### config.mk
export PLATFORM = sky130hd
export DESIGN_NAME = bdc_board_ctrl
export DESIGN_NICKNAME = d
export VERILOG_FILES = /design/src/bdc_pkg.sv /design/src/bdc_board_ctrl.sv
export VERILOG_INCLUDE_DIRS = /design/src /design/src/src
export SDC_FILE = /design/constraint.sdc
export NUM_CORES = 1
export LEC_CHECK = 0
export BUFFER_PORTS_ARGS = -buffer_cell sky130_fd_sc_hd__buf_2
export CAP_MARGIN = 40
export CORE_UTILIZATION = 45
export DETAILED_ROUTE_END_ITERATION = 12
export HOLD_SLACK_MARGIN = 0.1
export PLACE_DENSITY_LB_ADDON = 0.08
export SLEW_MARGIN = 25
export SYNTH_ARGS = -nofsm -noshare
export SYNTH_HDL_FRONTEND = slang
export SYNTH_SLANG_ARGS = --single-unit
### constraint.sdc
create_clock -name sys_clk_in -period 3.5 [get_ports sys_clk_in]
set_clock_uncertainty 0.2 [all_clocks]
set_input_delay 0.525 -clock sys_clk_in [delete_from_list [all_inputs] [get_ports sys_clk_in]]
set_output_delay 0.525 -clock sys_clk_in [all_outputs]
set_load 0.005 [all_outputs]
### src/bdc_map.svh
// Purpose: Offsets-free constant map for the bus DRAM board controller
// Assumes: Clock period of 8 ns
// Notes: Cycle counts are derived from the times in ns
`ifndef BDC_MAP_SVH
`define BDC_MAP_SVH

`define BDC_CLK_NS 8
`define BDC_ACC_NS 330
`define BDC_CYC_NS 450
`define BDC_AACK_STEP_NS 100
`define BDC_REF_INT_NS 15600
// All times round down to whole cycles
`define BDC_ACC_CYC (`BDC_ACC_NS / `BDC_CLK_NS)
`define BDC_CYC_CYC (`BDC_CYC_NS / `BDC_CLK_NS)
`define BDC_AACK_STEP_CYC (`BDC_AACK_STEP_NS / `BDC_CLK_NS)
`define BDC_REF_INT_CYC (`BDC_REF_INT_NS / `BDC_CLK_NS)
// Edges from a command pin to the sequencer taking it
`define BDC_SYNC_LAT 5
`define BDC_CNT_W 6
`define BDC_REF_CNT_W 12
`define BDC_REF_ROW_W 7
`define BDC_SYNC_W 6
`define BDC_SYNC_MRD 0
`define BDC_SYNC_MWR 1
`define BDC_SYNC_IRD 2
`define BDC_SYNC_IWR 3
`define BDC_SYNC_INH 4
`define BDC_SYNC_BTN 5

`endif

### src/bdc_pkg.sv
// Purpose: Types for the bus DRAM board controller
// Assumes: Nothing
// Notes: State codes written out in binary
package bdc_pkg;
    typedef enum logic [1:0] {
        BDC_IDLE = 2'b00,
        BDC_ACCESS = 2'b01,
        BDC_REFRESH = 2'b10,
        BDC_IOACK = 2'b11
    } bdc_state_t;
endpackage

### src/bdc_board_ctrl.sv
// Purpose: Control logic of a two-section dynamic RAM board on a system bus
// Assumes: Address, data, byte-high enable and straps stable while a command is active
// Notes: Bus strobes, inhibit and error button pass a three-stage synchroniser and a fourth register that updates when two stages agree
//
// Summary of operation
// [RULE1] Read data is ready within 330 ns when no refresh runs.
// [RULE2] A full memory cycle including recovery lasts 450 ns.
// [RULE3] An access arriving during refresh waits for it, up to 880 ns.
// [RULE4] Refresh is generated internally and placed after any running access.
// [RULE5] Two 64K sections, each placed on its own 64K boundary.
// [RULE6] Only enabled 16K banks of a section respond; others are ignored.
// [RULE7] All 24 address lines are decoded, a 16 MB space.
// [RULE8] Each section matches upper address lines exactly against its 8-bit switch.
// [RULE9] Port address compares A0-A7 always, A8-A15 only with wide decode.
// [RULE10] Optionally a selected vectored interrupt line stands while an error is latched.
// [RULE11] Reading the status port returns the failing RAM group.
// [RULE12] Writing the status port clears the error and the interrupt.
// [RULE13] Three indicators show the failing group; manual reset clears the error.
// [RULE14] Transfer acknowledge rises when the memory transfer completes, within 330 ns.
// [RULE15] Advance acknowledge comes at a strapped delay after the access starts.
// [RULE16] Each section has four groups: even/odd lane by lower/upper half.
// [RULE17] Each group is nine bits: eight data bits and one parity bit.
// [RULE18] Even lane, odd lane or both are enabled from A0 and byte-high enable.
// [RULE19] A15 selects the 32K half of the addressed section.
// [RULE20] Byte transfers use D0-D7 only; odd bytes are routed there. The code does so only while byte-high enable is inactive.
// [RULE21] Word transfers move all 16 bits to both lanes unswapped.
// [RULE22] Writes store odd parity per byte; reads check it and latch errors.
// [RULE23] Status port commands are acknowledged at once, without memory timing.
// [RULE24] While RAM inhibit is asserted neither section is selected.
// [RULE25] A strap can disable the advance acknowledge entirely.
// [RULE26] The error latch holds the first failing group until cleared.
// [RULE27] An interval counter raises refresh requests granted only when no access runs.
`timescale 1ns/100ps
`include "bdc_map.svh"

module bdc_board_ctrl
    import bdc_pkg::*;
#(
    parameter int ADDR_W = 24,
    parameter int DATA_W = 16,
    parameter int RAM_ADDR_W = 14
) (
    input wire logic sys_clk_in,
    input wire logic rst_n_in,
    input wire logic ce_in,
    input wire logic [ADDR_W-1:0] addr_in,
    input wire logic [DATA_W-1:0] data_in,
    input wire logic bhen_n_in,
    input wire logic mem_rd_n_in,
    input wire logic mem_wr_n_in,
    input wire logic io_rd_n_in,
    input wire logic io_wr_n_in,
    input wire logic inhibit_in,
    input wire logic err_reset_n_in,
    input wire logic [7:0] sect0_base_in,
    input wire logic [7:0] sect1_base_in,
    input wire logic [7:0] bank_en_in,
    input wire logic [15:0] port_addr_in,
    input wire logic wide_port_in,
    input wire logic [2:0] aack_delay_in,
    input wire logic aack_en_in,
    input wire logic int_en_in,
    input wire logic [2:0] int_sel_in,
    input wire logic [17:0] ram_rdata_in,
    output logic [DATA_W-1:0] data_out,
    output logic data_oe_out,
    output logic xack_out,
    output logic aack_out,
    output logic [7:0] int_out,
    output logic [2:0] err_led_out,
    output logic err_valid_out,
    output logic ram_cyc_out,
    output logic ram_refresh_out,
    output logic ram_we_out,
    output logic [1:0] ram_row_out,
    output logic [1:0] ram_lane_en_out,
    output logic [RAM_ADDR_W-1:0] ram_addr_out,
    output logic [17:0] ram_wdata_out
);

    // ==========================================================
    // Input synchronisers
    logic [`BDC_SYNC_W-1:0] raw_in;
    logic [`BDC_SYNC_W-1:0] sync1_q;
    logic [`BDC_SYNC_W-1:0] sync2_q;
    logic [`BDC_SYNC_W-1:0] sync3_q;
    logic [`BDC_SYNC_W-1:0] sync_q;

    assign raw_in = {~err_reset_n_in, inhibit_in, ~io_wr_n_in, ~io_rd_n_in, ~mem_wr_n_in, ~mem_rd_n_in};

    genvar gi;
    generate
        for (gi = 0; gi < `BDC_SYNC_W; gi++) begin : g_sync
            always_ff @(posedge sys_clk_in or negedge rst_n_in) begin
                if (!rst_n_in) begin
                    sync1_q[gi] <= 1'b0;
                    sync2_q[gi] <= 1'b0;
                    sync3_q[gi] <= 1'b0;
                    sync_q[gi] <= 1'b0;
                end else if (ce_in) begin
                    sync1_q[gi] <= raw_in[gi];
                    sync2_q[gi] <= sync1_q[gi];
                    sync3_q[gi] <= sync2_q[gi];
                    if (sync2_q[gi] == sync3_q[gi]) begin
                        sync_q[gi] <= sync3_q[gi];
                    end
                end
            end
        end
    endgenerate

    logic mem_rd;
    logic mem_wr;
    logic io_rd;
    logic io_wr;
    logic inhibit;
    logic btn;

    assign mem_rd = sync_q[`BDC_SYNC_MRD];
    assign mem_wr = sync_q[`BDC_SYNC_MWR];
    assign io_rd = sync_q[`BDC_SYNC_IRD];
    assign io_wr = sync_q[`BDC_SYNC_IWR];
    assign inhibit = sync_q[`BDC_SYNC_INH];
    assign btn = sync_q[`BDC_SYNC_BTN];

    // ==========================================================
    // Address decode
    logic sect0_hit;
    logic sect1_hit;
    logic sect_sel;
    logic bank_ok;
    logic mem_sel;
    logic port_hit;

    assign sect0_hit = (addr_in[23:16] == sect0_base_in); // [RULE5] [RULE7] [RULE8]
    assign sect1_hit = (addr_in[23:16] == sect1_base_in); // [RULE5] [RULE8]
    assign sect_sel = ~sect0_hit;
    assign bank_ok = bank_en_in[{sect_sel, addr_in[15:14]}]; // [RULE6]
    assign mem_sel = (sect0_hit | sect1_hit) & bank_ok & ~inhibit; // [RULE24]
    assign port_hit = (addr_in[7:0] == port_addr_in[7:0]) &
                      (~wide_port_in | (addr_in[15:8] == port_addr_in[15:8])); // [RULE9]

    // ==========================================================
    // Byte lane steering
    logic bhen;
    logic [1:0] lane_en;
    logic [17:0] wdata;

    assign bhen = ~bhen_n_in;
    always_comb begin
        lane_en = 2'b00;
        if (!bhen) begin
            lane_en = addr_in[0] ? 2'b10 : 2'b01; // [RULE18] [RULE20]
        end else begin
            lane_en = addr_in[0] ? 2'b10 : 2'b11; // [RULE18] [RULE21]
        end
    end

    always_comb begin
        wdata = {~^data_in[15:8], data_in[15:8], ~^data_in[7:0], data_in[7:0]}; // [RULE17] [RULE22]
        if (!bhen && addr_in[0]) begin
            wdata[17:9] = {~^data_in[7:0], data_in[7:0]}; // [RULE20]
        end
    end

    // ==========================================================
    // Refresh interval counter
    logic [`BDC_REF_CNT_W-1:0] ref_cnt_q;
    logic ref_req_q;
    bdc_state_t state_q;
    logic [`BDC_CNT_W-1:0] cnt_q;

    always_ff @(posedge sys_clk_in or negedge rst_n_in) begin
        if (!rst_n_in) begin
            ref_cnt_q <= '0;
            ref_req_q <= 1'b0;
        end else if (ce_in) begin
            if (ref_cnt_q == `BDC_REF_CNT_W'(`BDC_REF_INT_CYC - 1)) begin
                ref_cnt_q <= '0;
                ref_req_q <= 1'b1; // [RULE27]
            end else begin
                ref_cnt_q <= ref_cnt_q + 1'b1;
                if (state_q == BDC_REFRESH) begin
                    ref_req_q <= 1'b0;
                end
            end
        end
    end

    // ==========================================================
    // Cycle sequencer
    logic mem_cmd;
    logic io_cmd;
    logic acc_rd_q;
    logic acc_done;
    logic [`BDC_REF_ROW_W-1:0] ref_row_q;

    assign mem_cmd = mem_rd | mem_wr;
    assign io_cmd = (io_rd | io_wr) & port_hit;
    assign acc_done = (cnt_q == `BDC_CNT_W'(`BDC_CYC_CYC - 1));

    always_ff @(posedge sys_clk_in or negedge rst_n_in) begin
        if (!rst_n_in) begin
            state_q <= BDC_IDLE;
            cnt_q <= '0;
            acc_rd_q <= 1'b0;
            ref_row_q <= '0;
        end else if (ce_in) begin
            case (state_q)
                BDC_IDLE: begin
                    cnt_q <= '0;
                    if (io_cmd) begin
                        state_q <= BDC_IOACK; // [RULE23]
                    end else if (mem_cmd && mem_sel) begin
                        state_q <= BDC_ACCESS;
                        acc_rd_q <= mem_rd;
                    end else if (ref_req_q) begin
                        state_q <= BDC_REFRESH; // [RULE4] [RULE27]
                    end
                end
                BDC_ACCESS: begin
                    if (!acc_done) begin
                        cnt_q <= cnt_q + 1'b1; // [RULE2]
                    end else if (!mem_cmd) begin
                        state_q <= BDC_IDLE;
                    end
                end
                BDC_REFRESH: begin
                    if (acc_done) begin
                        state_q <= BDC_IDLE; // [RULE3]
                        ref_row_q <= ref_row_q + 1'b1;
                    end else begin
                        cnt_q <= cnt_q + 1'b1;
                    end
                end
                BDC_IOACK: begin
                    if (!(io_rd | io_wr)) begin
                        state_q <= BDC_IDLE;
                    end
                end
                default: begin
                    state_q <= BDC_IDLE;
                end
            endcase
        end
    end

    // ==========================================================
    // RAM control outputs
    always_ff @(posedge sys_clk_in or negedge rst_n_in) begin
        if (!rst_n_in) begin
            ram_cyc_out <= 1'b0;
            ram_refresh_out <= 1'b0;
            ram_we_out <= 1'b0;
            ram_row_out <= 2'b00;
            ram_lane_en_out <= 2'b00;
            ram_addr_out <= '0;
            ram_wdata_out <= '0;
        end else if (ce_in) begin
            if (state_q == BDC_IDLE && !io_cmd && mem_cmd && mem_sel) begin
                ram_cyc_out <= 1'b1;
                ram_we_out <= mem_wr;
                ram_row_out <= {sect_sel, addr_in[15]}; // [RULE16] [RULE19]
                ram_lane_en_out <= lane_en; // [RULE16] [RULE18]
                ram_addr_out <= addr_in[RAM_ADDR_W:1];
                ram_wdata_out <= wdata; // [RULE22]
            end else if (state_q == BDC_IDLE && !io_cmd && !(mem_cmd && mem_sel) && ref_req_q) begin
                ram_refresh_out <= 1'b1;
                ram_addr_out <= RAM_ADDR_W'(ref_row_q);
            end else if (acc_done) begin
                ram_cyc_out <= 1'b0;
                ram_refresh_out <= 1'b0;
                ram_we_out <= 1'b0;
                ram_lane_en_out <= 2'b00;
            end
        end
    end

    // ==========================================================
    // Read data capture and parity check
    logic data_ready;
    logic [1:0] par_bad;
    logic err_set;
    logic err_clr;
    logic [2:0] err_grp_d;
    logic [2:0] err_grp_q;
    logic err_q;

    // Synchroniser latency is taken off so the host sees data within the access time
    assign data_ready = (state_q == BDC_ACCESS) && (cnt_q == `BDC_CNT_W'(`BDC_ACC_CYC - `BDC_SYNC_LAT - 1));
    assign par_bad[0] = ram_lane_en_out[0] & ~(^ram_rdata_in[8:0]); // [RULE22]
    assign par_bad[1] = ram_lane_en_out[1] & ~(^ram_rdata_in[17:9]); // [RULE22]
    assign err_set = data_ready & acc_rd_q & (|par_bad);
    assign err_grp_d = {ram_row_out, ~par_bad[0]}; // [RULE16]
    assign err_clr = ((state_q == BDC_IOACK) & io_wr) | btn; // [RULE12] [RULE13]

    always_ff @(posedge sys_clk_in or negedge rst_n_in) begin
        if (!rst_n_in) begin
            err_q <= 1'b0;
            err_grp_q <= 3'h0;
        end else if (ce_in) begin
            if (err_set && (!err_q || err_clr)) begin
                err_q <= 1'b1; // [RULE26]
                err_grp_q <= err_grp_d;
            end else if (err_clr) begin
                err_q <= 1'b0; // [RULE12]
            end
        end
    end

    // ==========================================================
    // Host bus outputs
    logic [`BDC_CNT_W:0] aack_cyc;

    assign aack_cyc = (`BDC_CNT_W + 1)'(aack_delay_in * `BDC_AACK_STEP_CYC);

    always_ff @(posedge sys_clk_in or negedge rst_n_in) begin
        if (!rst_n_in) begin
            xack_out <= 1'b0;
            aack_out <= 1'b0;
            data_out <= '0;
            data_oe_out <= 1'b0;
        end else if (ce_in) begin
            if (state_q == BDC_IOACK) begin
                xack_out <= io_rd | io_wr; // [RULE23]
                data_oe_out <= io_rd;
                data_out <= {12'h000, err_q, err_grp_q}; // [RULE11]
            end else if (state_q == BDC_ACCESS) begin
                if (data_ready) begin
                    xack_out <= 1'b1; // [RULE1] [RULE14]
                    data_oe_out <= acc_rd_q;
                    if (ram_lane_en_out == 2'b10 && bhen_n_in) begin
                        data_out <= {8'h00, ram_rdata_in[16:9]}; // [RULE20]
                    end else begin
                        data_out <= {ram_rdata_in[16:9], ram_rdata_in[7:0]}; // [RULE21]
                    end
                end else if (!mem_cmd) begin
                    xack_out <= 1'b0;
                    data_oe_out <= 1'b0;
                end
            end else begin
                xack_out <= 1'b0;
                data_oe_out <= 1'b0;
            end
            if (state_q == BDC_ACCESS && mem_cmd && {1'b0, cnt_q} >= aack_cyc) begin
                aack_out <= aack_en_in; // [RULE15] [RULE25]
            end else begin
                aack_out <= 1'b0;
            end
        end
    end

    // ==========================================================
    // Indicators and interrupt
    always_ff @(posedge sys_clk_in or negedge rst_n_in) begin
        if (!rst_n_in) begin
            err_led_out <= 3'h0;
            err_valid_out <= 1'b0;
            int_out <= 8'h00;
        end else if (ce_in) begin
            err_led_out <= err_q ? err_grp_q : 3'h0; // [RULE13]
            err_valid_out <= err_q;
            int_out <= (err_q && int_en_in) ? (8'h01 << int_sel_in) : 8'h00; // [RULE10]
        end
    end

endmodule

* Yosys cells after proc, flatten, opt, wreduce, memory -nomap -nowiden
Index checks and enable logic that the tools add are counted.
Widths: inputs -> output; s select.
** Cells by class
- Add/sub/neg operators :: 3
- $mul :: 1
- Order comparisons :: 2
- Equal/unequal tests :: 25
- Shifts and indexed selects :: 1
- Mux-type cells :: 44
- Bitwise gates (word level) :: 27
- Reduce and logical (&&, ||, !) cells :: 51
** Operator list (number)
- $mux 16 :: 4
- $eq 8x8->1 :: 4
- $mux 14 :: 2
- $reduce_and 2->1 :: 12
- $mux 2 :: 11
- $mux 1 :: 19
- $reduce_xor 9->1 :: 2
- $reduce_bool 2->1 :: 8
- $reduce_xnor 8->1 :: 2
- $reduce_and 3->1 :: 5
- $logic_and 1x1->1 :: 13
- $not 1->1 :: 13
- $add 12x1->12 const B :: 1
- $eq 12x11->1 const B :: 1
- $eq 6x6->1 const B :: 2
- $mux 12 :: 1
- $ne 2x2->1 const B :: 6
- $pmux 6 s2 :: 1
- $and 1x1->1 :: 9
- $mux 9 :: 1
- $mux 8 :: 1
- $pmux 2 s4 :: 1
- $shl 1x3->8 const A :: 1
- $add 7x1->7 const B :: 1
- other kinds (19) :: 33
** Word-level totals
- Flip-flop bits (word level) :: 127

* Longest topological paths before layout
Gate-level depths: netlist of the first run.
- Word-level depth :: 12
- Mapped depth :: 9
- Gate-level depth less buffers :: 8

* Least setup slack after synthesis of the first run
OpenSTA, ideal clock, no wires.
- Path kind :: input to register
- From :: in addr_in[14]
- To :: reg ram_we_out
- Setup time :: 126 ps
- Data arrival time :: 2142 ps
- Required time :: 3174 ps
- Slack :: 1032 ps
- Stages on the path :: 7
- Path buffers :: 2
- Cell sequence :: mux4_2 nor3b_1 mux2_2 and2_4 buf_6 buf_6 a221o_1
** Between the ends
- Longest elaborated chain between the ends :: 10
- Elaborated cells between the ends (all ways) :: 20
- Classes of those cells :: eq/ne (2); mux (3); bitwise (5); reduce/logical (10)
** RTL lines
- start: declaration :: line bdc_board_ctrl.sv:46 : input wire logic [ADDR_W-1:0] addr_in,
- $bmux 1 s3 or $eq 8x8->1 (tied branches) :: line bdc_board_ctrl.sv:138, bdc_board_ctrl.sv:141
- $mux 1 (not written as such) or $or 1x1->1 (tied branches) :: line bdc_board_ctrl.sv:138, bdc_board_ctrl.sv:141
- $and 1x1->1, on equally long branches :: line bdc_board_ctrl.sv:139, bdc_board_ctrl.sv:140
- $and 1x1->1, on equally long branches :: line bdc_board_ctrl.sv:139, bdc_board_ctrl.sv:199
- $logic_and 1x1->1 or $logic_not 1->1 (tied branches) :: line bdc_board_ctrl.sv:267, bdc_board_ctrl.sv:260
- $logic_not 1->1 or $logic_and 1x1->1 (tied branches) :: line bdc_board_ctrl.sv:267, bdc_board_ctrl.sv:260
- $logic_and 1x1->1, on equally long branches (2 in series) :: line bdc_board_ctrl.sv:267, bdc_board_ctrl.sv:260
- $ne 2x2->1 (no line) or $reduce_bool 2->1 (tied branches)
- $reduce_and 3->1 (no line)
- end signal: assignment :: line bdc_board_ctrl.sv:262 : ram_we_out <= mem_wr;
- end: declaration :: line bdc_board_ctrl.sv:74 : output logic ram_we_out,
Parallel ways exist; a longest one is shown, timed or not. The select of a mux whose other input is x is not followed.
A chain may end at the register's enable or synchronous reset.

* Worst setup path after layout of the first run
- From :: reg sync_q[1] (netlist: mem_wr)
- To :: reg ram_wdata_out[6]
** Between the ends
- Longest elaborated chain between the ends :: 4
** RTL lines
- start: declaration :: line bdc_board_ctrl.sv:87 : logic [`BDC_SYNC_W-1:0] sync_q;
- start signal: indexed assignment :: line bdc_board_ctrl.sv:105 : sync_q[gi] <= sync3_q[gi];
- $or 1x1->1 :: line bdc_board_ctrl.sv:198 : assign mem_cmd = mem_rd | mem_wr;
- $logic_and 1x1->1 (2 in series) :: line bdc_board_ctrl.sv:260 : if (state_q == BDC_IDLE && !io_cmd && mem_cmd && mem_sel) begin
- $reduce_and 2->1 (no line)
- end signal: assignment :: line bdc_board_ctrl.sv:266 : ram_wdata_out <= wdata;
- end: declaration :: line bdc_board_ctrl.sv:78 : output logic [17:0] ram_wdata_out
No other way between the ends.

==> results of run 1 <==
## cell usage after synthesis, drive strengths merged, types with 9 or more instances
cell / instances / share of area
dfrtp: 127 / 0.48
xnor2: 54 / 0.072
nand2: 52 / 0.030
o21ai: 51 / 0.039
a21oi: 37 / 0.028
inv: 28 / 0.016
mux2i: 26 / 0.039
mux2: 25 / 0.043
nand3: 22 / 0.017
a22o: 20 / 0.027
ha: 18 / 0.034
clkbuf: 17 / 0.0097
nor2: 16 / 0.0091
xor2: 16 / 0.021
nand2b: 13 / 0.012
buf: 11 / 0.011
nand4: 9 / 0.0085
## cells in the final DEF (no fill, tap or decap), types with 5 or more instances in the layout
master,synthesis,routed
nand3_1,22,22
a21oi_1,37,36
a22o_1,20,20
nand4_1,9,9
inv_1,28,28
xnor2_1,54,54
o21ai_0,47,47
bufinv_16,0,5
nand2_1,52,52
a21o_1,5,5
mux2_2,10,10
clkbuf_16,0,17
buf_4,2,9
o2bb2ai_1,6,6
dfrtp_1,127,127
ha_1,18,18
and3_1,6,6
a2bb2oi_1,7,7
nand2b_1,13,13
nor2_1,16,16
o31ai_1,7,7
buf_2,3,185
xor2_1,16,16
mux2i_1,26,26
nand3b_1,5,5
mux2_1,15,15
## through the flow
stage	area [µm²]	instances	worst slack [ns]
global route	8390	1005	0.631
global placement	7700	969	0.655
floorplan	6600	622	1.03
CTS	8390	1005	0.756
detailed placement	7700	969	0.619
finish	8390	1005	0.762
## cell type report
class / instances / area [µm²]
clock buffer: 21 / 460
timing repair buffer: 199 / 1050
fill: 1257 / 5710
tap: 180 / 225
clock inverter: 11 / 186
sequential: 127 / 3180
multi-input combinational: 439 / 3180
inverter: 28 / 105
## per-layer routing
metal	global-route usage	up-vias	routed length (µm)
met5	0	-	0
met4	0.0761	0	194
met3	0.0438	14	699
met2	0.364	150	7760
met1	0.300	2602	7300
li1	-	2590	-
## where the power goes
part,internal [W],switching (W)
clock network,0.00130,0.000621
registers,0.00161,0.000160
logic,0.000339,0.000381
total,0.00325,0.00116
## kinds of logic (layout without fill, tap and decap cells)
kind of cell | count (synthesis) | count (layout) | synth area share
buffers and inverters | 56 | 259 | 0.0370
flip-flops | 127 | 127 | 0.482
AND/OR/NAND/NOR | 144 | 144 | 0.110
adder cells (fa/ha/maj) | 19 | 19 | 0.0372
AO/OA/AOI/OAI | 151 | 151 | 0.146
multiplexers | 53 | 53 | 0.0889
XOR/XNOR | 72 | 72 | 0.0998
## registers in the layout, indices dropped and copies added, names as in the netlist, 2 cells and up
register         count
sync3_q              6
ref_cnt_q           12
ram_lane_en_out      2
ram_wdata_out       18
ref_row_q            7
err_led_out          3
sync2_q              6
data_out            16
cnt_q                6
int_out              8
state_q              2
err_grp_q            3
ram_row_out          2
sync1_q              6
ram_addr_out        14
## how the worst max path moves through the flow
stage / to / cells past startpoint
2_1_floorplan: ram_we_out$_DFFE_PN0P_ / 7
5_1_grt: ram_wdata_out[17]$_DFFE_PN0P_ / 6
3_5_place_dp: ram_wdata_out[17]$_DFFE_PN0P_ / 7
3_3_place_gp: ram_wdata_out[2]$_DFFE_PN0P_ / 7
4_1_cts: ram_wdata_out[17]$_DFFE_PN0P_ / 6
6_report: ram_wdata_out[6]$_DFFE_PN0P_ / 6
## worst register-to-register path: stages (launching register included)
cell     delay [ns]
dfrtp_1        0.48
nor2_1         0.13
or3_1          0.35
nor3_1         0.19
mux2_2         0.41
and2_4         0.48
mux2_1         0.38
## repair_timing
| action | CTS | global route |
|---|---|---|
| buffers inserted | 0 | 0 |
| resized for setup | 0 | 0 |
| hold buffers | 4 | 0 |
| endpoints found under the hold margin | 45 | 0 |
==> run metrics, run 1 <==
GR Util All Layers=0.224; Site Rows=43; Top FF cell, synth=dfrtp_1; Worst Setup SP=mem_wr$_DFFE_PN0P_; htree depth=4; setup violators final=0; worst r2r src=mem_wr$_DFFE_PN0P_; Clk Latency, worst-skew pair=~0.4 ns; I/O pin count=approximately 190; static leakage=roughly 4.3 nW; largest net degree at the start of global routing=63; CP Class=reg -> reg; CP Cell Sequence=nor2_1 > or3_1 > nor3_1 > mux2_2 > and2_4 > mux2_1; CP max stage delay=roughly 0.48 ns; setup TNS=0 ns; layout cells sized above 1=0.291; Cells after Synth=between 600 and 700; final hold violations=0; Post-DP HPWL=~12 mm; sequential share of the synthesized area=0.482; Slew HR=0.460; first-pass GRT wire length=around 26 mm; RSZ-0062 raised after global routing=no; nets=about 950; fin. max-slew vios=0; register-to-register setup slack=0.76 ns; Synthesized Nets=~760; Worst Min Path Start=mem_rd_n_in; Clk pin slew, worst setup/hold paths=roughly 0.050 ns; R2R cell count=6; EDFF count, synth=0; vias in the first global route=roughly 5,200; Worst Hold Path EP=sync1_q[0]$_DFFE_PN0P_; crit path capture type=register; CTS buffer count=17; Peak VDD IR=around 0.00035 V; Syn-to-layout area delta=27.1%; final period utilization=0.782; Worst setup SP type=register; fin util=0.595; via count=5,356; Pwr Total=between 0.004 and 0.005 W; CTS tree=yes; cell family contributing the most delay on the critical path=simple AND/OR/NAND/NOR gates; Mean Syn Cell Area=10.6 µm²; fmax=about 370 MHz; Mapped Area=around 6600 µm²; total die area=roughly 15,000 µm²; grt total ovfl=0; CTS max path bufs=2; hold path depth=2; Min Hold Slack=approximately 0.13 ns; TritonRoute pass-1 iters=4; slowest CP cell=dfrtp_1; PD cells=about 530 nW/µm²; worst r2r dst=ram_wdata_out[6]$_DFFE_PN0P_; Die W=between 100 and 150 µm; antenna cells=0; Critical path buffers and inverters=0; Post-DRT Antenna Nets=0; antenna violations before repair=0; core footprint=14,100 µm²; critical path arrival=~2.8 ns; Port Buffers=186; synth unique cells=52; final wirelength=16.0 mm; wire per inst=around 16 µm; gpl congestion=roughly 0.82; Vias/cell=about 5.3; Initial Util=0.468; #FFs+latches synth=127; clock root buffer=clkbuf_16; DRT iter0 DRCs=approximately 340; max-cap violations=0; Hold WC Path Type=in -> reg; Worst Max-Slew Pin Slew=0.803 ns; Worst Path Required=roughly 3.6 ns; warnings from Yosys=0; Synth async-reset ratio=1.00; Sink Count=around 130; fin crit period=approximately 2.7 ns; outcome=finished clean; Post-route DRC=0; CP max FO=32; Chip Height=123 µm
Note: power is estimated with default switching activity, not from simulation.
==> inputs of run 2 (changes only) <==
--- a/config.mk
+++ b/config.mk
@@ -6,6 +6,7 @@
 export SDC_FILE = /design/constraint.sdc
 export NUM_CORES = 1
 export LEC_CHECK = 0
+export ABC_AREA = 1
 export BUFFER_PORTS_ARGS = -buffer_cell sky130_fd_sc_hd__buf_2
 export CAP_MARGIN = 40
 export CORE_UTILIZATION = 45
==> constraint.sdc (replaced) <==
create_clock -name sys_clk_in -period 2.3 [get_ports sys_clk_in]
set_clock_uncertainty 0.2 [all_clocks]
set_input_delay 0.345 -clock sys_clk_in [delete_from_list [all_inputs] [get_ports sys_clk_in]]
set_output_delay 0.345 -clock sys_clk_in [all_outputs]
set_load 0.005 [all_outputs]
==> run 2 against run 1 <==
Sequential share of layout area shrank 4.3 points; critical path depth grew 1; non-clock buffer count grew 58; cell area grew 13%; register-to-register slack lost 0.54 ns; cell count grew 37%; setup slack lost 0.67 ns; worst hold slack lost 0.0098 ns; routed wire length grew 6.7%; combinational power grew 65%; clock-buffer cell count is the same; critical path type is now in -> reg; critical endpoint is now int_out[1]$_DFFE_PN0P_; largest power group unchanged.
==> run metrics, run 2 <==
register-to-register setup slack=0.22 ns (-0.54 ns); Clk Latency, worst-skew pair=0.42 ns (about the same); cell family contributing the most delay on the critical path=buffers and inverters; pre-CTS setup slack=0.0753 ns (-0.544 ns); commonest non-fill, non-tap cell in the layout=nand2_1; Regs by FF count=ram_wdata_out x18, data_out x16, ram_addr_out x14; Post-DRT Antenna Nets=0 (unchanged); crit path capture type=register; total die area=16,100 µm² (+6.6%); Slew HR=0.515 (+0.0547); htree depth=4 (unchanged); Post-route DRC=0 (unchanged); largest net degree at the start of global routing=128 (+100%); metal2 WL=7.66 mm (-1.4%); Post-DP HPWL=12.2 mm (+2.8%); CP max stage delay=0.56 ns (+0.08 ns); CP Cell Sequence=dlygate4sd3_1 > buf_2 > inv_1 > nand2_1 > dlygate4sd3_1 > o21ai_1 > dlygate4sd3_1; EDFF count, synth=0 (unchanged); core footprint=15,300 µm² (+8.2%); Final WS setup=0.0899 ns (-0.672 ns); antenna violations before repair=0 (unchanged); top cells by count, synth=342 x nand2_1, 127 x dfrtp_1, 110 x inv_1; synth unique cells=44 (-15%); layout cells sized above 1=0.238 (-0.0533); final period utilization=0.961; Site Rows=45 (+4.7%); static leakage=5.32 nW (+24%); DRT iter0 DRCs=282 (-16%); Mean Syn Cell Area=7.79 µm² (-27%); fmax=between 400 and 500 MHz; Finished Layout Cells=1,381 (+37%); gpl congestion=0.808 (-1.6%); Worst Path Required=2.46 ns (-1.13 ns); antenna cells=0 (unchanged); Filler Cell Count=1,401 (+11%); Chip Height=127 µm (+3.2%); top-count cell post-synth=nand2_1; clock root buffer=clkbuf_16; TritonRoute pass-1 iters=5 (+1); CTS max path bufs=2 (unchanged); setup TNS=0 ns (unchanged); Initial Util=0.461 (-0.00671); Vias/cell=4.63 (-13%); commonest non-fill, non-tap cells in the layout=341 x nand2_1, 185 x buf_2, 127 x dfrtp_1; top cell type by total area after synthesis=dfrtp_1; PD cells=699 nW/µm² (+33%); max-cap violations=0 (unchanged); uppermost layer routed=met4; final wirelength=17.0 mm (+6.7%); CP max FO=3 (-91%); top-area cell type share of the netlist area=0.451 (-0.0302); Cells after Synth=904 (+45%); I/O pin count=187 (unchanged); final hold violations=0 (unchanged); outcome=finished clean; Hold WC Path Type=in -> reg; fin crit period=between 2 and 2.5 ns; Worst setup SP type=input pin; warnings from Yosys=0 (unchanged); CTS tree=yes; first-pass GRT wire length=28.6 mm (+11%); Min Hold Slack=0.118 ns (-0.00985 ns); #FFs+latches synth=127 (unchanged); nets=1,293 (+36%); slowest CP cell=dlygate4sd3_1; Port Buffers=186 (unchanged); Die W=127 µm (+3.2%); sequential share of the synthesized area=0.451 (-0.0302); Top FF cell, synth=dfrtp_1; wire per inst=12.3 µm (-22%); dpl cells=1,295 (+34%); grt total ovfl=0 (unchanged); fin. max-slew vios=0 (unchanged); Synthesized Nets=1,040 (+37%); CP most frequent cell=dlygate4sd3_1; Clk pin slew, worst setup/hold paths=0.06 ns (about the same); most flop-heavy register=ram_wdata_out; setup violators final=0 (unchanged); met3 WL=997 µm (+43%); Synth async-reset ratio=1.00 (unchanged); Critical path buffers and inverters=5 (+5); Mapped Area=7040 µm² (+6.7%); Peak VDD IR=0.000642 V (+83%); Syn-to-layout area delta=34.4%; vias in the first global route=6,124 (+19%); critical path arrival=2.37 ns (-0.46 ns); Area contributors post-synth=dfrtp_1 45%, nand2_1 18%, inv_1 5.9%; Sink Count=127 (unchanged); Worst Max-Slew Pin Slew=0.728 ns (-0.0747 ns); Post-Route M1 WL=8.12 mm (+11%); via count=6,399 (+19%); GR Util All Layers=0.224 (+0.000553); max reg flops=18 (unchanged); CTS buffer count=17 (unchanged); CP Class=in -> reg
-- run 2: cell type report --
class	count	area, µm²	share of cell area
Multi-Input combinational cell	635	3300	0.349
Sequential cell	127	3180	0.336
Timing Repair Buffer	257	1640	0.173
Clock buffer	21	480	0.0508
Inverter	119	454	0.0480
Tap cell	211	264	0.0279
Clock inverter	11	153	0.0161
-- run 2: final timing paths --
check	start	endpoint	cells past startpoint
worst max-delay path	int_sel_in[1]	int_out[1]$_DFFE_PN0P_	7
worst min-delay path	ram_rdata_in[3]	data_out[3]$_DFFE_PN0P_	5
worst max register to register	state_q[1]$_DFFE_PN0P_	err_grp_q[2]$_DFFE_PN0P_	12
worst min register to register	ram_addr_out[2]$_DFFE_PN0P_	ram_addr_out[2]$_DFFE_PN0P_	2
max in group asynchronous	rst_n_in	data_out[12]$_DFFE_PN0P_	3
min in group asynchronous	rst_n_in	data_out[4]$_DFFE_PN0P_	3
-- run 2: per-layer routing --
metal  vias up  GRT usage
li1       3318          -
met1      2865      0.292
met2       195      0.365
met3        21     0.0528
met4         0     0.0840
met5         -          0
-- run 2: report_power, final --
group | switching (W) | leakage (nW) | internal (W)
logic | 0.000671 | 3.32 | 0.000519
registers | 0.000144 | 1.70 | 0.00243
clock network | 0.00103 | 0.302 | 0.00183
-- run 2: metrics by stage --
stage                     cell area [µm²]  utilization  power, W
final                                9460        0.620   0.00662
after global routing                 9460        0.620   0.00696
after CTS                            9400        0.616   0.00668
after detailed placement             8250        0.541   0.00373
after global placement               8250        0.541   0.00372
after floorplan                      7040            -   0.00329
-- run 2: tightest hold or removal path: stages --
cell	delay [ns]
buf_2	0.10
nand2_1	0.05
nand3_1	0.06
o211ai_1	0.09
nand2_1	0.06
-- run 2: timing repair --
action                                  CTS  global route
endpoints found under the setup margin    0            34
buffers inserted                          0             2
hold endpoints to repair                178             0
resized for setup                         0            14
hold buffers                             51             0
-- run 2: cell families (layout without fill, tap and decap cells) --
family / after synthesis / in the layout / share of synthesized area
xor+xnor: 52 / 52 / 0.0647
fa+ha+maj: 19 / 19 / 0.0348
buf+inv: 142 / 408 / 0.0811
compound gates: 84 / 84 / 0.0686
flops: 127 / 127 / 0.451
mux: 10 / 10 / 0.0160
simple gates: 470 / 470 / 0.283
==> inputs of run 3 (changes only) <==
--- a/config.mk
+++ b/config.mk
@@ -7,12 +7,13 @@
 export NUM_CORES = 1
 export LEC_CHECK = 0
 export ABC_AREA = 1
-export BUFFER_PORTS_ARGS = -buffer_cell sky130_fd_sc_hd__buf_2
 export CAP_MARGIN = 40
 export CORE_UTILIZATION = 45
 export DETAILED_ROUTE_END_ITERATION = 12
+export DONT_BUFFER_PORTS = 1
 export HOLD_SLACK_MARGIN = 0.1
 export PLACE_DENSITY_LB_ADDON = 0.08
+export RECOVER_POWER = 25
 export SLEW_MARGIN = 25
 export SYNTH_ARGS = -nofsm -noshare
 export SYNTH_HDL_FRONTEND = slang
==> run 3 against run 2 <==
The flow now finishes with violations (hold timing); combinational power decreased by 13%; via count decreased by 7.1%; routed wire length increased by 0.68%; clock-buffer cell count decreased by 3; core utilization decreased by 5.8 points; worst hold slack got worse by 0.69 ns; sequential power about the same; non-clock buffer count decreased by 175; sequential cell count unchanged; largest cell class unchanged; first-iteration DRC count increased by 20%; setup slack improved by 0.013 ns; clock power decreased by 13%; highest routed layer unchanged.
==> run metrics, run 3 (synthesized netlist as in run 2, its figures left out) <==
outcome=finished, violations left; failing checks=hold timing; total die area=16,100 µm² (unchanged); TritonRoute pass-1 iters=5 (unchanged); fmax=455 MHz (+0.61%); Initial Util=0.461 (unchanged); antenna violations before repair=0 (unchanged); Vias/cell=4.93 (+6.4%); core footprint=15,300 µm² (unchanged); CP Cell Sequence=dlygate4sd3_1 > inv_1 > nand2_1 > dlygate4sd3_1 > o21ai_0 > dlygate4sd3_1; Syn-to-layout area delta=21.9%; final hold violations=127 (+127); storage element area=3180 µm² (unchanged); Die W=127 µm (unchanged); Worst Path Required=2.45 ns (about the same); DRT iter0 DRCs=339 (+20%); Post-DRT Antenna Nets=0 (unchanged); Clk pin slew, worst setup/hold paths=0.06 ns (about the same); Regs by FF count=ram_wdata_out x18, data_out x16, ram_addr_out x14; CTS max path bufs=2 (unchanged); final wirelength=17.1 mm (+0.68%); via count=5,947 (-7.1%); I/O pin count=187 (unchanged); critical path arrival=2.35 ns (-0.02 ns); CP max stage delay=0.57 ns (about the same); fin. max-slew vios=0 (unchanged); CP most frequent cell=dlygate4sd3_1; Peak VDD IR=0.000633 V (-1.3%); largest net degree at the start of global routing=128 (unchanged); Slew HR=0.732 (+0.218); wire per inst=14.2 µm (+15%); max-cap violations=0 (unchanged); fin crit period=2.20 ns (-0.0134 ns); Post-DP HPWL=11.9 mm (-2.4%); worst r2r src=ref_cnt_q[1]$_DFFE_PN0P_; htree depth=4 (unchanged); R2R cell count=8 (-4); commonest non-fill, non-tap cell in the layout=nand2_1; Worst Setup SP=int_sel_in[0]; Port Buffers=0 (-100%); grt total ovfl=0 (unchanged); antenna cells=0 (unchanged); PD cells=709 nW/µm² (+1.4%); fin util=0.562 (-0.0579); Post-CTS Hold Buffers=70 (+37%); CP Class=in -> reg; commonest non-fill, non-tap cells in the layout=341 x nand2_1, 127 x dfrtp_1, 110 x inv_1; max reg flops=18 (unchanged); Site Rows=45 (unchanged); final period utilization=0.955 (-0.00585); RSZ-0062 raised after global routing=yes; pre-CTS setup slack=0.195 ns (+0.120 ns); dpl cells=1,103 (-15%); static leakage=4.49 nW (-15%); Post-route DRC=0 (unchanged); Clk Latency, worst-skew pair=0.42 ns (about the same); Worst setup SP type=input pin; slowest CP cell=dlygate4sd3_1; multi-input logic area=3320 µm² (+0.61%); CTS buffer count=17 (unchanged); CP max FO=3 (unchanged); vias in the first global route=6,160 (+0.59%); layout cells sized above 1=0.0874 (-0.150); Final WS setup=0.103 ns (+0.0134 ns); GR Util All Layers=0.225 (+0.000387); crit path capture type=register; clock root buffer=clkbuf_16; Filler Cell Count=1,379 (-1.6%); Worst Max-Slew Pin Slew=0.401 ns (-0.327 ns); Min Hold Slack=-0.573 ns (-0.691 ns); first-pass GRT wire length=28.7 mm (+0.15%); Sink Count=127 (unchanged); gpl congestion=0.844 (+4.5%); nets=1,118 (-14%); Finished Layout Cells=1,206 (-13%); CTS tree=yes; most flop-heavy register=ram_wdata_out; setup TNS=0 ns (unchanged); setup violators final=0 (unchanged); Hold WC Path Type=in -> async; Chip Height=127 µm (unchanged)
==> run 3: changes by cell type in the layout (fill, tap and decap cells not counted), moves of 2 or more <==
cell	before	now
buf_2	185	0
buf_4	16	11
clkbuf_8	4	1
clkinv_4	2	4
bufinv_16	3	0
dlygate4sd3_1	51	68
clkinv_2	1	3
buf_12	3	1
==> run 3: per-stage QoR <==
step,instance area (µm²),total power (W)
6_report,8580,0.00608
5_1_grt,8580,0.00642
4_1_cts,8520,0.00612
3_5_place_dp,7260,0.00350
3_3_place_gp,7260,0.00348
2_1_floorplan,7040,0.00329
==> run 3: cell type report <==
cell class	count	area share
multi-input combinational	635	0.387
sequential	127	0.370
inverter	119	0.0524
clock buffer	18	0.0512
timing repair buffer	82	0.0957
clock inverter	14	0.0128
tap	211	0.0308
==> run 3: worst paths after layout <==
kind                                                 end  slack (ns)
worst max register to register  ref_cnt_q[1]$_DFFE_PN0P_        0.17
worst min-delay path             data_out[6]$_DFFE_PN0P_       -0.57
max in group asynchronous         sync2_q[3]$_DFFE_PN0P_        2.25
worst max-delay path              int_out[6]$_DFFE_PN0P_        0.10
worst min register to register    sync2_q[5]$_DFFE_PN0P_        0.27
min in group sys_clk_in                err_q$_DFFE_PN0P_        0.11
==> run 3: timing repair <==
item,4_1_cts,5_1_grt
endpoints found under the setup margin,0,42
setup buffers,0,0
hold endpoints to repair,225,127
gates resized for setup,0,9
==> run 3: routing by layer <==
| layer | track usage | vias to the layer above | share of wire |
|---|---|---|---|
| li1 | - | 2980 | - |
| met4 | 0.0854 | 0 | 0.021 |
| met5 | 0 | - | 0 |
| met2 | 0.375 | 219 | 0.46 |
| met3 | 0.0687 | 24 | 0.082 |
| met1 | 0.273 | 2724 | 0.43 |
==> run 3: report_power, final <==
group / leakage, nW / internal [W] / switching [W]
registers: 1.70 / 0.00243 / 0.000160
logic: 2.53 / 0.000451 / 0.000575
clock network: 0.265 / 0.00142 / 0.00105
total: 4.49 / 0.00430 / 0.00178
==> run 3: critical path: cells and delay by family <==
kind / cells / cell delay, ns
AND/OR/NAND/NOR: 1 / 0.05
buffers and inverters: 4 / 1.78
AO/OA/AOI/OAI: 1 / 0.17
